===== src/pkg/stint_defines.svh =====
// register indices, field positions, reset values and timing counts
// assumes a 32-bit apb slave in which register index n sits at byte 4*n
`ifndef STINT_DEFINES_SVH
`define STINT_DEFINES_SVH

// register indices, byte address is four times the index
`define STINT_IDX_DRIVER_CONF 6'h05
`define STINT_IDX_CHOP_CONF 6'h06
`define STINT_IDX_CURRENT 6'h07
`define STINT_IDX_STATUS 6'h08
`define STINT_IDX_TUNE 6'h09
`define STINT_IDX_PRESET 6'h0A

// reset values
`define STINT_DRIVER_CONF_RST 32'h00000077
`define STINT_CHOP_CONF_RST 32'h00000000
`define STINT_CURRENT_RST 32'h00001F08

// chopper configuration fields
`define STINT_CHOP_INTPOL 0
`define STINT_CHOP_DEDGE 1
`define STINT_CHOP_MRES_LSB 4
`define STINT_CHOP_AT_EN 8
`define STINT_CHOP_HOLD_EN 9

// current fields, 5 bits each
`define STINT_CUR_HOLD_LSB 0
`define STINT_CUR_RUN_LSB 8

// driver configuration fields
`define STINT_DRV_TMO_LSB 0
`define STINT_DRV_TMO_STRIDE 4
`define STINT_DRV_RANGE_LSB 8
`define STINT_DRV_RANGE_W 3
`define STINT_DRV_GSCALE_LSB 24

// timing: period and AT1 in system clock cycles, AT2 in microsteps, then the microstep shift limit
`define STINT_PERIOD_MAX (2**20)
`define STINT_AT1_CLKS ((2**20) + 2 * (2**18))
`define STINT_AT2_MSTEPS 12'h800
`define STINT_MSTEP_SHIFT_MAX 4'h8

`endif


===== src/pkg/stint_pkg.sv =====
// types shared by the step interpolator and tuning sequencer
// assumes stint_defines.svh carries the numeric constants
package stint_pkg;

  // feedback from the current regulator, same clock
  typedef struct packed {
    logic [9:0] summed_pwm_scale;
    logic correction_up;
    logic correction_down;
  } stint_fb_t;

  // per-motor results towards sequencer and chopper
  typedef struct packed {
    logic [9:0] mstep_pos;
    logic mstep_pulse;
    logic standstill;
    logic [4:0] current_scale;
    logic [7:0] tuned_pwm_offset;
    logic [7:0] tuned_pwm_gradient;
    logic tune_valid;
  } stint_mout_t;

  // tuning sequencer states
  typedef enum logic [2:0] {
    STINT_AT_IDLE = 3'b001,
    STINT_AT_STILL = 3'b010,
    STINT_AT_MOVE = 3'b100
  } stint_at_state_t;

endpackage : stint_pkg


===== src/verilog/stint_top.sv =====
// step pulse interpolator, standstill detection and tuning sequencer
// assumes step and direction pins are asynchronous, regulator feedback is on pclk
`timescale 1ns/100ps
`include "stint_defines.svh"

module stint_top #(
  parameter int MOTORS = 2,
  parameter int PERIOD_MAX = `STINT_PERIOD_MAX,
  parameter int AT1_CYCLES = `STINT_AT1_CLKS
) (
  // clock and reset
  input wire logic pclk,
  input wire logic presetn,
  // apb slave
  input wire logic psel,
  input wire logic penable,
  input wire logic pwrite,
  input wire logic [7:0] paddr,
  input wire logic [31:0] pwdata,
  output logic [31:0] prdata,
  output logic pready,
  output logic pslverr,
  // step and direction pins
  input wire logic [MOTORS-1:0] step_pulse_input,
  input wire logic [MOTORS-1:0] direction_input,
  input wire logic supply_ok,
  // regulator feedback and per-motor results
  input stint_pkg::stint_fb_t [MOTORS-1:0] reg_fb,
  output stint_pkg::stint_mout_t [MOTORS-1:0] motor_out
);

  localparam int PW = $clog2(PERIOD_MAX) + 1;
  localparam int AW = $clog2(AT1_CYCLES + 1);

  // registers
  logic [31:0] driver_conf_r;
  logic [31:0] chop_conf_r;
  logic [31:0] current_r;
  logic [31:0] prdata_r;
  logic pready_r;
  logic pslverr_r;
  // synchronisers
  logic [MOTORS-1:0] step_s1_r;
  logic [MOTORS-1:0] step_s2_r;
  logic [MOTORS-1:0] step_s3_r;
  logic [MOTORS-1:0] dir_s1_r;
  logic [MOTORS-1:0] dir_s2_r;
  logic sup_s1_r;
  logic sup_s2_r;
  // interpolator state
  logic [PW-1:0] period_cnt_r [MOTORS];
  logic [PW-1:0] spacing_r [MOTORS];
  logic [PW-1:0] gap_r [MOTORS];
  logic [8:0] remain_r [MOTORS];
  logic [8:0] step_amt_r [MOTORS];
  logic [9:0] pos_r [MOTORS];
  logic [MOTORS-1:0] pulse_r;
  logic [MOTORS-1:0] stst_r;
  logic [4:0] cs_r [MOTORS];
  // tuning state
  stint_pkg::stint_at_state_t state_r [MOTORS];
  logic [AW-1:0] at1_cnt_r [MOTORS];
  logic [11:0] acc_r [MOTORS];
  logic [7:0] ofs_r [MOTORS];
  logic [7:0] grad_r [MOTORS];
  logic [MOTORS-1:0] valid_r;
  // combinational
  logic [MOTORS-1:0] act_edge;
  logic [MOTORS-1:0] at1_cond;
  logic [MOTORS-1:0] at2_cond;
  logic [31:0] rd_data;
  logic rd_hit;
  logic [31:0] status_w;
  logic [31:0] tune_w;

  // config decode
  logic intpol;
  logic dedge;
  logic at_en;
  logic hold_en;
  logic [4:0] hold_cur;
  logic [4:0] run_cur;
  logic [3:0] shift;
  logic [8:0] width_w;
  logic [5:0] idx;
  logic wr_en;
  logic rd_first;
  logic preset_wr;
  logic inval;

  // log2 of microsteps per pulse, settings above 8 clamp at one microstep
  function automatic logic [3:0] step_shift(input logic [3:0] mres);
    step_shift = (mres > `STINT_MSTEP_SHIFT_MAX) ? 4'h0 : `STINT_MSTEP_SHIFT_MAX - mres;
  endfunction : step_shift

  // microstep spacing, never below one cycle
  function automatic logic [PW-1:0] sp_calc(input logic [PW-1:0] per, input logic [3:0] sh);
    logic [PW-1:0] t;
    t = per >> sh;
    sp_calc = (t == '0) ? PW'(1) : t;
  endfunction : sp_calc

  // standstill timeout, longest option equals the measurable period
  function automatic logic [PW-1:0] tmo_of(input logic [2:0] sel);
    tmo_of = PW'(PERIOD_MAX) >> (3'h7 - sel);
  endfunction : tmo_of

  // signed position change for a step of w microsteps
  function automatic logic [9:0] dstep(input logic dir, input logic [8:0] w);
    dstep = dir ? (10'h000 - {1'b0, w}) : {1'b0, w};
  endfunction : dstep

  // gradient window: 1.5*p < sum/4 < 4*p with p = ofs*(run+1)/32
  function automatic logic win_ok(input logic [9:0] sum, input logic [7:0] ofs,
                                  input logic [4:0] lvl);
    logic [15:0] prod;
    prod = 16'(ofs) * 16'({1'b0, lvl} + 6'h01);
    win_ok = ({2'h0, sum, 4'h0} > 16'(prod * 16'h0003)) && ({5'h00, sum, 1'b0} < prod)
             && (sum < 10'h3FF);
  endfunction : win_ok

  assign intpol = chop_conf_r[`STINT_CHOP_INTPOL];
  assign dedge = chop_conf_r[`STINT_CHOP_DEDGE];
  assign at_en = chop_conf_r[`STINT_CHOP_AT_EN];
  assign hold_en = chop_conf_r[`STINT_CHOP_HOLD_EN];
  assign hold_cur = current_r[`STINT_CUR_HOLD_LSB +: 5];
  assign run_cur = current_r[`STINT_CUR_RUN_LSB +: 5];
  assign shift = step_shift(chop_conf_r[`STINT_CHOP_MRES_LSB +: 4]);
  assign width_w = 9'(9'h001 << shift);

  // apb strobes: one wait state, writes land where pready is sampled high
  assign idx = paddr[7:2];
  assign rd_first = psel & penable & ~pready_r;
  assign wr_en = psel & penable & pwrite & pready_r & rd_hit;
  assign preset_wr = wr_en && (idx == `STINT_IDX_PRESET);
  // range or gscale edits or a supply drop spoil the tuned values
  assign inval = ~sup_s2_r | (wr_en && (idx == `STINT_IDX_DRIVER_CONF) &&
                 ((pwdata[`STINT_DRV_RANGE_LSB +: `STINT_DRV_RANGE_W]
                   != driver_conf_r[`STINT_DRV_RANGE_LSB +: `STINT_DRV_RANGE_W])
                  || (pwdata[`STINT_DRV_GSCALE_LSB +: 8]
                      != driver_conf_r[`STINT_DRV_GSCALE_LSB +: 8])));

  // pins pass two flops, the third stage only feeds edge detection
  always_ff @(posedge pclk or negedge presetn) begin
    if (!presetn) begin
      step_s1_r <= '0;
      step_s2_r <= '0;
      step_s3_r <= '0;
      dir_s1_r <= '0;
      dir_s2_r <= '0;
      sup_s1_r <= 1'b0;
      sup_s2_r <= 1'b0;
    end else begin
      step_s1_r <= step_pulse_input;
      step_s2_r <= step_s1_r;
      step_s3_r <= step_s2_r;
      dir_s1_r <= direction_input;
      dir_s2_r <= dir_s1_r;
      sup_s1_r <= supply_ok;
      sup_s2_r <= sup_s1_r;
    end
  end

  // per-motor active edges and tuning conditions
  always_comb begin
    for (int m = 0; m < MOTORS; m++) begin
      act_edge[m] = dedge ? (step_s2_r[m] ^ step_s3_r[m]) : (step_s2_r[m] & ~step_s3_r[m]);
      at1_cond[m] = at_en & stst_r[m] & (cs_r[m] == run_cur) & sup_s2_r;
      at2_cond[m] = at_en & ~stst_r[m] & (cs_r[m] == run_cur) & sup_s2_r & valid_r[m]
                    & win_ok(reg_fb[m].summed_pwm_scale, ofs_r[m], run_cur);
    end
  end

  // period measurement, saturating so slow steps stay bounded
  always_ff @(posedge pclk or negedge presetn) begin
    if (!presetn) begin
      for (int m = 0; m < MOTORS; m++) begin
        period_cnt_r[m] <= '0;
        spacing_r[m] <= '0;
      end
    end else begin
      for (int m = 0; m < MOTORS; m++) begin
        if (act_edge[m]) begin
          period_cnt_r[m] <= PW'(1);
          spacing_r[m] <= sp_calc(period_cnt_r[m], shift);
        end else if (period_cnt_r[m] < PW'(PERIOD_MAX)) begin
          period_cnt_r[m] <= period_cnt_r[m] + PW'(1);
        end
      end
    end
  end

  // microstep scheduler; a new edge drops what the last one left unissued
  always_ff @(posedge pclk or negedge presetn) begin
    if (!presetn) begin
      pulse_r <= '0;
      for (int m = 0; m < MOTORS; m++) begin
        gap_r[m] <= '0;
        remain_r[m] <= '0;
        step_amt_r[m] <= '0;
        pos_r[m] <= '0;
      end
    end else begin
      for (int m = 0; m < MOTORS; m++) begin
        pulse_r[m] <= 1'b0;
        if (act_edge[m]) begin
          pulse_r[m] <= 1'b1;
          gap_r[m] <= PW'(1);
          if (intpol) begin
            pos_r[m] <= pos_r[m] + dstep(dir_s2_r[m], 9'h001);
            remain_r[m] <= width_w - 9'h001;
            step_amt_r[m] <= 9'h001;
          end else begin
            pos_r[m] <= pos_r[m] + dstep(dir_s2_r[m], width_w);
            remain_r[m] <= '0;
            step_amt_r[m] <= width_w;
          end
        end else if (remain_r[m] != 9'h000) begin
          if (gap_r[m] >= spacing_r[m]) begin
            pulse_r[m] <= 1'b1;
            pos_r[m] <= pos_r[m] + dstep(dir_s2_r[m], 9'h001);
            remain_r[m] <= remain_r[m] - 9'h001;
            step_amt_r[m] <= 9'h001;
            gap_r[m] <= PW'(1);
          end else begin
            gap_r[m] <= gap_r[m] + PW'(1);
          end
        end
      end
    end
  end

  // standstill flag and current scale; the edge clear wins over the timeout
  always_ff @(posedge pclk or negedge presetn) begin
    if (!presetn) begin
      stst_r <= '0;
      for (int m = 0; m < MOTORS; m++) begin
        cs_r[m] <= '0;
      end
    end else begin
      for (int m = 0; m < MOTORS; m++) begin
        if (act_edge[m]) begin
          stst_r[m] <= 1'b0;
        end else if (period_cnt_r[m] >= tmo_of(driver_conf_r[`STINT_DRV_TMO_LSB
                     + m * `STINT_DRV_TMO_STRIDE +: 3])) begin
          stst_r[m] <= 1'b1;
        end
        cs_r[m] <= (stst_r[m] && hold_en) ? hold_cur : run_cur;
      end
    end
  end

  // tuning sequencer; a completing standstill phase sets valid even against a clear
  always_ff @(posedge pclk or negedge presetn) begin
    if (!presetn) begin
      valid_r <= '0;
      for (int m = 0; m < MOTORS; m++) begin
        state_r[m] <= stint_pkg::STINT_AT_IDLE;
        at1_cnt_r[m] <= '0;
        acc_r[m] <= '0;
        ofs_r[m] <= '0;
        grad_r[m] <= '0;
      end
    end else begin
      for (int m = 0; m < MOTORS; m++) begin
        if (inval) begin
          valid_r[m] <= 1'b0;
        end
        case (state_r[m])
          stint_pkg::STINT_AT_IDLE: begin
            if (!inval && at1_cond[m]) begin
              state_r[m] <= stint_pkg::STINT_AT_STILL;
              at1_cnt_r[m] <= '0;
            end else if (!inval && at2_cond[m]) begin
              state_r[m] <= stint_pkg::STINT_AT_MOVE;
              acc_r[m] <= '0;
            end
          end
          stint_pkg::STINT_AT_STILL: begin
            if (at1_cond[m] && at1_cnt_r[m] == AW'(AT1_CYCLES - 1)) begin
              ofs_r[m] <= reg_fb[m].summed_pwm_scale[9:2];
              valid_r[m] <= 1'b1;
              state_r[m] <= stint_pkg::STINT_AT_IDLE;
            end else if (!at1_cond[m] || inval) begin
              state_r[m] <= stint_pkg::STINT_AT_IDLE;
            end else begin
              at1_cnt_r[m] <= at1_cnt_r[m] + AW'(1);
            end
          end
          stint_pkg::STINT_AT_MOVE: begin
            if (!at2_cond[m] || inval) begin
              state_r[m] <= stint_pkg::STINT_AT_IDLE;
            end else if (pulse_r[m]) begin
              if (acc_r[m] + {3'h0, step_amt_r[m]} >= `STINT_AT2_MSTEPS) begin
                acc_r[m] <= acc_r[m] + {3'h0, step_amt_r[m]} - `STINT_AT2_MSTEPS;
                if (reg_fb[m].correction_up && grad_r[m] != 8'hFF) begin
                  grad_r[m] <= grad_r[m] + 8'h01;
                end else if (reg_fb[m].correction_down && grad_r[m] != 8'h00) begin
                  grad_r[m] <= grad_r[m] - 8'h01;
                end
              end else begin
                acc_r[m] <= acc_r[m] + {3'h0, step_amt_r[m]};
              end
            end
          end
          default: begin
            state_r[m] <= stint_pkg::STINT_AT_IDLE;
          end
        endcase
        // software preload overrides the adaptation for this cycle
        if (preset_wr) begin
          ofs_r[m] <= pwdata[16 * m +: 8];
          grad_r[m] <= pwdata[16 * m + 8 +: 8];
        end
      end
    end
  end

  // status and tuning read words
  always_comb begin
    status_w = '0;
    tune_w = '0;
    for (int m = 0; m < MOTORS; m++) begin
      status_w[m] = stst_r[m];
      status_w[4 + m] = valid_r[m];
      status_w[8 + 4 * m +: 3] = state_r[m];
      tune_w[16 * m +: 8] = ofs_r[m];
      tune_w[16 * m + 8 +: 8] = grad_r[m];
    end
  end

  // address decode; misaligned or unmapped words answer with an error
  always_comb begin
    rd_data = '0;
    rd_hit = 1'b1;
    if (paddr[1:0] != 2'b00) begin
      rd_hit = 1'b0;
    end else if (idx == `STINT_IDX_DRIVER_CONF) begin
      rd_data = driver_conf_r;
    end else if (idx == `STINT_IDX_CHOP_CONF) begin
      rd_data = chop_conf_r;
    end else if (idx == `STINT_IDX_CURRENT) begin
      rd_data = current_r;
    end else if (idx == `STINT_IDX_STATUS) begin
      rd_data = status_w;
    end else if (idx == `STINT_IDX_TUNE || idx == `STINT_IDX_PRESET) begin
      rd_data = tune_w;
    end else begin
      rd_hit = 1'b0;
    end
  end

  // apb answer flops
  always_ff @(posedge pclk or negedge presetn) begin
    if (!presetn) begin
      pready_r <= 1'b0;
      pslverr_r <= 1'b0;
      prdata_r <= '0;
    end else begin
      pready_r <= rd_first;
      pslverr_r <= rd_first & ~rd_hit;
      if (rd_first && !pwrite) begin
        prdata_r <= rd_data;
      end
    end
  end

  // writable configuration
  always_ff @(posedge pclk or negedge presetn) begin
    if (!presetn) begin
      driver_conf_r <= `STINT_DRIVER_CONF_RST;
      chop_conf_r <= `STINT_CHOP_CONF_RST;
      current_r <= `STINT_CURRENT_RST;
    end else if (wr_en) begin
      if (idx == `STINT_IDX_DRIVER_CONF) begin
        driver_conf_r <= pwdata;
      end else if (idx == `STINT_IDX_CHOP_CONF) begin
        chop_conf_r <= pwdata;
      end else if (idx == `STINT_IDX_CURRENT) begin
        current_r <= pwdata;
      end
    end
  end

  assign prdata = prdata_r;
  assign pready = pready_r;
  assign pslverr = pslverr_r;

  // outputs are wires from flops only
  always_comb begin
    for (int m = 0; m < MOTORS; m++) begin
      motor_out[m].mstep_pos = pos_r[m];
      motor_out[m].mstep_pulse = pulse_r[m];
      motor_out[m].standstill = stst_r[m];
      motor_out[m].current_scale = cs_r[m];
      motor_out[m].tuned_pwm_offset = ofs_r[m];
      motor_out[m].tuned_pwm_gradient = grad_r[m];
      motor_out[m].tune_valid = valid_r[m];
    end
  end

  // per-motor checks
  for (genvar g = 0; g < MOTORS; g++) begin : g_chk
    property p_burst;
      @(posedge pclk) disable iff (!presetn)
      (act_edge[g] && intpol) |=> (pulse_r[g] && remain_r[g] == $past(width_w) - 9'h001);
    endproperty
    a_burst: assert property (p_burst) else $error("no interpolated burst");
    property p_gap;
      @(posedge pclk) disable iff (!presetn)
      (remain_r[g] != 9'h000) |-> (gap_r[g] <= spacing_r[g]);
    endproperty
    a_gap: assert property (p_gap) else $error("microstep gap overrun");
    property p_plain;
      @(posedge pclk) disable iff (!presetn)
      (act_edge[g] && !intpol) |=> (remain_r[g] == 9'h000 && step_amt_r[g] == $past(width_w));
    endproperty
    a_plain: assert property (p_plain) else $error("plain step wrong");
    property p_cap;
      @(posedge pclk) disable iff (!presetn)
      period_cnt_r[g] <= PW'(PERIOD_MAX);
    endproperty
    a_cap: assert property (p_cap) else $error("period above cap");
    property p_stst_set;
      @(posedge pclk) disable iff (!presetn)
      (!act_edge[g] && period_cnt_r[g] >= tmo_of(driver_conf_r[g * 4 +: 3])) |=> stst_r[g];
    endproperty
    a_stst_set: assert property (p_stst_set) else $error("standstill missed");
    property p_stst_clr;
      @(posedge pclk) disable iff (!presetn)
      act_edge[g] |=> !stst_r[g] ##1 (cs_r[g] == $past(run_cur));
    endproperty
    a_stst_clr: assert property (p_stst_clr) else $error("standstill not cleared");
    property p_hold;
      @(posedge pclk) disable iff (!presetn)
      (stst_r[g] && hold_en) |=> (cs_r[g] == $past(hold_cur));
    endproperty
    a_hold: assert property (p_hold) else $error("hold current not applied");
    property p_at1;
      @(posedge pclk) disable iff (!presetn)
      (state_r[g] == stint_pkg::STINT_AT_STILL) |-> ($past(at1_cond[g])
        && at1_cnt_r[g] < AW'(AT1_CYCLES));
    endproperty
    a_at1: assert property (p_at1) else $error("offset tuning out of bounds");
    property p_grad;
      @(posedge pclk) disable iff (!presetn)
      ($changed(grad_r[g]) && !$past(preset_wr)) |-> ($past(at2_cond[g])
        && (grad_r[g] - $past(grad_r[g]) == 8'h01 || $past(grad_r[g]) - grad_r[g] == 8'h01));
    endproperty
    a_grad: assert property (p_grad) else $error("gradient step wrong");
    c_interp: cover property (@(posedge pclk) disable iff (!presetn)
      (act_edge[g] && intpol) ##1 (remain_r[g] != 9'h000) ##[1:300] pulse_r[g]);
    c_stst: cover property (@(posedge pclk) disable iff (!presetn) $rose(stst_r[g]));
    c_at1: cover property (@(posedge pclk) disable iff (!presetn) $rose(valid_r[g]));
    c_grad: cover property (@(posedge pclk) disable iff (!presetn)
      $changed(grad_r[g]) && !$past(preset_wr));
  end

endmodule : stint_top


===== config.mk =====
export PLATFORM = sky130hd
export DESIGN_NAME = stint_top
export DESIGN_NICKNAME = d
export VERILOG_FILES = /design/src/pkg/stint_pkg.sv /design/src/verilog/stint_top.sv
export VERILOG_INCLUDE_DIRS = /design/src /design/src/pkg
export SDC_FILE = /design/constraint.sdc
export NUM_CORES = 2
export LEC_CHECK = 0
export BUFFER_PORTS_ARGS = -buffer_cell sky130_fd_sc_hd__buf_2
export CORE_ASPECT_RATIO = 1.4
export CORE_MARGIN = 2
export CORE_UTILIZATION = 40
export CTS_CLUSTER_SIZE = 30
export DETAILED_ROUTE_END_ITERATION = 16
export GPL_ROUTABILITY_DRIVEN = 0
export GPL_TIMING_DRIVEN = 0
export RECOVER_POWER = 100
export SYNTH_ARGS = -nofsm -noshare
export SYNTH_HDL_FRONTEND = slang
export SYNTH_SLANG_ARGS = --single-unit
export TNS_END_PERCENT = 100

===== constraint.sdc =====
create_clock -name pclk -period 11.32 [get_ports pclk]
set_input_delay 1.132 -clock pclk [delete_from_list [all_inputs] [get_ports pclk]]
set_output_delay 1.132 -clock pclk [all_outputs]
set_load 0.01 [all_outputs]

-- After elaboration in Yosys (flattened, before gate mapping)
Cells that the tools add are included.
- add/subtract/negate cells: 26
- multiply operators: 4
- $lt $le $gt $ge: 15
- equality and inequality tests: 42
- shifts and indexed selects: 5
- muxes and demuxes: 123
- bitwise logic cells: 36
- reductions and logical operators: 78
- operators by type and width (cell ; number):
    $mux 21 ; 18
    $mux 32 ; 6
    $mux 8 ; 20
    $add 21x1->21 const B ; 6
    $mux 9 ; 14
    $mux 10 ; 12
    $mux 12 ; 10
    $ge 21x21->1 ; 4
    $pmux 21 s2 ; 2
    $pmux 12 s2 ; 2
    $reduce_bool 2->1 ; 23
    $eq 21x21->1 const B ; 2
    $logic_not 21->1 ; 2
    $lt 21x21->1 const B ; 2
    $shr 21x3->21 const A ; 2
    $shr 21x4->21 ; 2
    $add 10x10->10 ; 4
    $ne 2x2->1 const B ; 18
    $gt 14x16->1 ; 2
    $mux 3 ; 10
    $sub 9x1->9 const B ; 3
    $add 12x9->12 ; 2
    $and 1x1->1 ; 24
    $ge 12x12->1 const B ; 2
    other kinds (43) ; 137
- flip-flop bits (word level): 444
- input port bits: 74
- output and inout bits: 102
- logic and storage cells: 370

-- Longest topological paths before layout
- depth after elaboration: 17
- gate-level depth with buffers: 38
- depth with buffers taken out: 35

-- Worst setup path after synthesis
Ideal clock, no wire load.
- path kind: reg2reg
- from: register current_r[10]
- to: register grad_r (netlist bit motor_out[3])
- setup time: 125 ps
- arrival time: 7750 ps
- required time: 11195 ps
- setup slack: 3445 ps
- cell stages (with the launch flop): 34
- buffers on the path: 4
- period minus slack after synthesis: 7875 ps
- path through: dfstp_2 clkbuf_1 nand3_1 xnor2_1 clkbuf_1 and2_1 fa_1 fa_1 inv_1 fa_1 inv_1 ha_1 a21oi_4 o21bai_2 or3_4 and2_1 buf_2 ha_1 a21o_1 and2_1 a211o_1 nor2_1 xor2_1 ha_1 nand4_1 nor4_1 a2111oi_0 nand3_1 or3_1 a2111oi_2 and2_1 buf_6 a21oi_1 mux2_4
- word-level cells in the longest chain between the ends: 11
- elaborated cells on any way between the ends: 16
- those cells by class: add/sub: 1; mul: 2; order compare: 2; eq/ne: 2; bitwise: 4; reduce/logical: 5
- RTL lines (what ; line ; source):
    start, declared ; stint_top.sv:38 ; logic [31:0] current_r;
    start signal, assigned ; stint_top.sv:373 ; current_r <= `STINT_CURRENT_RST;
    start signal, assigned ; stint_top.sv:380 ; current_r <= pwdata;
    $add 5x1->6 ; stint_top.sv:117 ; prod = 16'(ofs) * 16'({1'b0, lvl} + 6'h01);
    $mul 8x16->16 ; stint_top.sv:117 ;
    $mul 16x2->16 ; stint_top.sv:118 ; win_ok = ({2'h0, sum, 4'h0} > 16'(prod * 16'h0003)) && ({5'h00, sum, 1'b0} < prod)
    $gt 14x16->1 ; stint_top.sv:118 ;
    $logic_and 1x1->1 ; stint_top.sv:118 ;
    $logic_and 1x1->1 ; stint_top.sv:119 ; && (sum < 10'h3FF);
    $and 1x1->1 * ; stint_top.sv:170 ; & win_ok(reg_fb[m].summed_pwm_scale, ofs_r[m], run_cur);
    $logic_not 1->1 * ; stint_top.sv:291 ; if (!at2_cond[m] || inval) begin
    $logic_or 1x1->1 * ; stint_top.sv:291 ;
    $ne 2x2->1 (no source line) * ; -- ;
    $reduce_and 5->1 (no source line) * ; -- ;
    end signal, assigned by index ; stint_top.sv:297 ; grad_r[m] <= grad_r[m] + 8'h01;
    end signal, assigned by index ; stint_top.sv:299 ; grad_r[m] <= grad_r[m] - 8'h01;
    end signal, assigned by index ; stint_top.sv:313 ; grad_r[m] <= pwdata[16 * m + 8 +: 8];
    end, declared ; stint_top.sv:65 ; logic [7:0] grad_r [MOTORS];
Mark *: on every way between the ends. The rest lies on a longest branch, timed or not.
A chain may end at the register's enable or synchronous reset.

-- Final worst setup path
- from: register current_r[8]
- to: register acc_r[17] (netlist bit)
- word-level cells in the longest chain between the ends: 11
- elaborated cells on any way between the ends: 22
- those cells by class: add/sub: 1; mul: 2; order compare: 2; eq/ne: 4; bitwise: 6; reduce/logical: 7
- RTL lines (what ; line ; source):
    $add 5x1->6 ; stint_top.sv:117 ;
    $mul 8x16->16 ; stint_top.sv:117 ;
    $mul 16x2->16 ; stint_top.sv:118 ;
    $gt 14x16->1 ; stint_top.sv:118 ;
    $logic_and 1x1->1 ; stint_top.sv:118 ;
    $logic_and 1x1->1 ; stint_top.sv:119 ;
    $and 1x1->1 ; stint_top.sv:170 ;
    $logic_not 1->1 ; stint_top.sv:291 ;
    $logic_or 1x1->1 ; stint_top.sv:291 ;
    $ne 2x2->1 (no source line) ; -- ;
    $reduce_and 5->1 (no source line) * ; -- ;
    end signal, assigned by index ; stint_top.sv:295 ; acc_r[m] <= acc_r[m] + {3'h0, step_amt_r[m]} - `STINT_AT2_MSTEPS;
    end signal, assigned by index ; stint_top.sv:302 ; acc_r[m] <= acc_r[m] + {3'h0, step_amt_r[m]};
    end, declared ; stint_top.sv:63 ; logic [11:0] acc_r [MOTORS];
Marked as above.

==> impl_metrics.json <==
{
  "timing.rr.start": "current_r[8]",
  "hold_class": "reg2reg",
  "wl_um": 100000,
  "fin_util_pct": 45.3,
  "synth_area_um2": 31900,
  "clockPowerShare_pct": 42.3,
  "cp-end-kind": "flop",
  "vias_per_cell": 5.62,
  "criticalPathCategory": "reg2reg",
  "cp_max_fo": 10,
  "ys_types": 91,
  "fill_cells": 7961,
  "async_flop_share_pct": 100,
  "ys_warn_count": 0,
  "setup_tns_ns": 0,
  "setup_viol": 0,
  "drt_pass1_iterations": 5,
  "syn_avg_cell_area_um2": 8.95,
  "cts_sinks": 444,
  "critical_path.most_common_cell": "clkbuf_1",
  "max_stage_delay_ns": 0.73,
  "cts_tree": "done",
  "relSlewSlack_pct": -263,
  "synth_edf_count": 0,
  "cts_setup_buffers": 0,
  "die_h_um": 338,
  "finalPower_mw": 4.21,
  "ys_ff_latch": 444,
  "cp.arrival_ns": 11.03,
  "clk_path_buf_depth": 3,
  "synth-seq-area-share_pct": 34.9,
  "finalNetCount": 4180,
  "drc": 0,
  "slew_violations": 348,
  "synth_nets": 3949,
  "cts.repair.resized": 0,
  "status": "finished with violations",
  "p_int_mw": 3.01,
  "worst_path_max_delay_cell": "a2111oi_0",
  "antenna_found_initial": 4,
  "r2r_cells": 32,
  "worstPathRequired_ns": 11.80,
  "synth_cells": 3568,
  "cts_hold_buf": 0,
  "fmax_mhz": 94.8,
  "rsz0062_at_grt": "false",
  "postRouteAntennaNets": 0,
  "drive_gt1_share_pct": 8.51,
  "grt_pass1_wl_um": 158000,
  "port-buffer-count": 174,
  "netlist_top_cells_area": "dfrtp_1 (34%), ha_1 (9.7%), a21oi_1 (4.3%)",
  "crit_start": "current_r[8]",
  "dp_hpwl_um": 77900,
  "p_seq_share_pct": 41.8,
  "routedWlPerCell_um": 20.5,
  "die_x_um": 243,
  "coreArea_um2": 79100,
  "max-cap-violations": 4,
  "path_clk_slew_ns": 0.06,
  "fin_crit_ns": 10.55,
  "vdd_drop_max_uv": 122,
  "fin_skew_ns": 0.0206,
  "worst_hold_slack_ns": 0.347,
  "netlist.top_cell.by_area": "dfrtp_1",
  "drt_iter0_markers": 1696,
  "worstHoldStart": "step_s1_r[0]",
  "cp-start-kind": "flop",
  "rows": 122,
  "h-tree-depth": 2,
  "grt_pass1_vias": 27600,
  "initial_core_util_pct": 40.4,
  "grt_max_degree": 105,
  "root_buffer": "clkbuf_16",
  "grt.total_usage_pct": 24.2,
  "p_leak_nw": 16.4,
  "final_hold_viol_count": 0,
  "power_frac_comb_pct": 15.8,
  "cts_inserted_buffers": 50,
  "violations": "max-capacitance violations, max-slew violations",
  "min_path_cells": 0,
  "dieArea_um2": 82100,
  "synth_top_area_share_pct": 33.7,
  "syn_to_final_growth_pct": 12.2,
  "worst_pin_slew_ns": 5.45,
  "powerDensity_nw_per_um2": 117,
  "grt_overflow_total": 0,
  "layout_worst_path_cycle_share_pct": 93.2,
  "ioPinCount": 176,
  "insertion_delay_ns": 0.61,
  "synth_ff_type": "dfrtp_1",
  "vias": 27500,
  "swShare_pct": 28.4,
  "power_switching_mw": 1.19
}
[final timing paths]
check,slack [ns],to
worst max-delay path,0.77,acc_r[17]
worst min-delay path,0.35,step_s2_r[0]
worst max register to register,0.77,acc_r[17]
worst min register to register,0.35,step_s2_r[0]
max in group asynchronous,2.03,at1_cnt_r[36]
min in group asynchronous,1.20,prdata[24]
[critical path: cells and delay by family (launching register included)]
family	cells	cell delay [ns]
compound gates	7	2.60
fa+ha+maj	6	2.55
simple gates	12	2.29
buf+inv	6	2.22
flops	1	0.53
xor+xnor	1	0.20
[metal layers]
layer	vias up	GRT usage [%]	routed length, µm
li1	13100	-	-
met1	13400	28.0	39000
met2	797	43.5	50600
met3	270	3.51	5260
met4	4	11.9	5380
met5	-	0	23
[cell usage after synthesis, types with 51 or more instances]
cell type,instances
a21o_1,59
a21oi_1,276
and2_1,79
clkbuf_1,131
dfrtp_1,430
fa_1,60
ha_1,247
inv_1,220
mux2_2,111
mux2i_1,80
nand2_1,361
nand3_1,89
nand4_1,54
nor2_1,278
nor2b_1,51
nor3_1,67
o21ai_0,256
xnor2_1,100
xor2_1,100
[logic make-up (layout without fill, tap and decap cells)]
family | Yosys count | in the layout | synth area share [%]
flops | 444 | 444 | 34.9
mux | 212 | 212 | 7.70
simple gates | 1176 | 1176 | 17.7
compound gates | 843 | 843 | 16.1
other cells | 0 | 3 | 0
xor+xnor | 201 | 201 | 5.54
fa+ha+maj | 309 | 309 | 13.5
buf+inv | 383 | 656 | 4.55
[metrics by stage]
step	cell area (µm²)	setup slack (ns)	std cells
finish	35800	0.769	4898
global route	35800	0.198	4895
CTS	36000	0.346	4895
detailed placement	34200	0.405	4801
global placement	34100	-0.212	4796
floorplan	31900	3.45	3568
[cells in the final DEF, fill, tap and decap left out, types with 40 or more instances in the layout]
cell	netlist	final
nor3_1	67	67
clkbuf_1	131	263
and2_1	79	73
a21o_1	59	59
mux2_2	111	111
dfrtp_1	430	430
nand3_1	89	89
and3_1	42	42
nand4_1	54	54
inv_1	220	220
fa_1	60	60
nand2_1	361	361
ha_1	247	247
xnor2_1	100	100
nor2_1	278	279
buf_2	5	72
xor2_1	100	100
mux2i_1	80	80
o31ai_1	40	40
nor2b_1	51	51
o21ai_0	256	255
a21oi_1	276	277
clkbuf_16	0	53
[power by group through the flow]
stage               combinational, mW  clock (mW)  sequential, mW
floorplan                       0.447           0            1.78
global placement                0.664           0            1.79
detailed placement              0.681           0            1.79
CTS                             0.685        1.82            1.76
global route                    0.765        1.88            1.77
finish                          0.666        1.78            1.76
[flip-flops by register name (all words and copies together) (netlist names), 2 cells and up]
register / cells
acc_r: 24
at1_cnt_r: 42
chop_conf_r: 32
current_r: 32
dir_s1_r: 2
dir_s2_r: 2
driver_conf_r: 32
gap_r: 42
motor_out: 62
period_cnt_r: 42
prdata: 32
pulse_r: 2
remain_r: 18
spacing_r: 42
state_r: 6
step_amt_r: 18
step_s1_r: 2
step_s2_r: 2
step_s3_r: 2
stst_r: 2
valid_r: 2
[final cells by class]
type / count / area (µm²) / area share [%]
antenna: 3 / 7.51 / 0.0210
buffer: 160 / 612 / 1.71
clock buffer: 76 / 1550 / 4.33
clock inverter: 18 / 254 / 0.709
inverter: 223 / 837 / 2.34
multi-input combinational: 2741 / 19300 / 54.0
sequential: 444 / 11100 / 31.1
tap: 1054 / 1320 / 3.68
timing repair buffer: 179 / 768 / 2.14
Power figures use the tool's default switching activity.
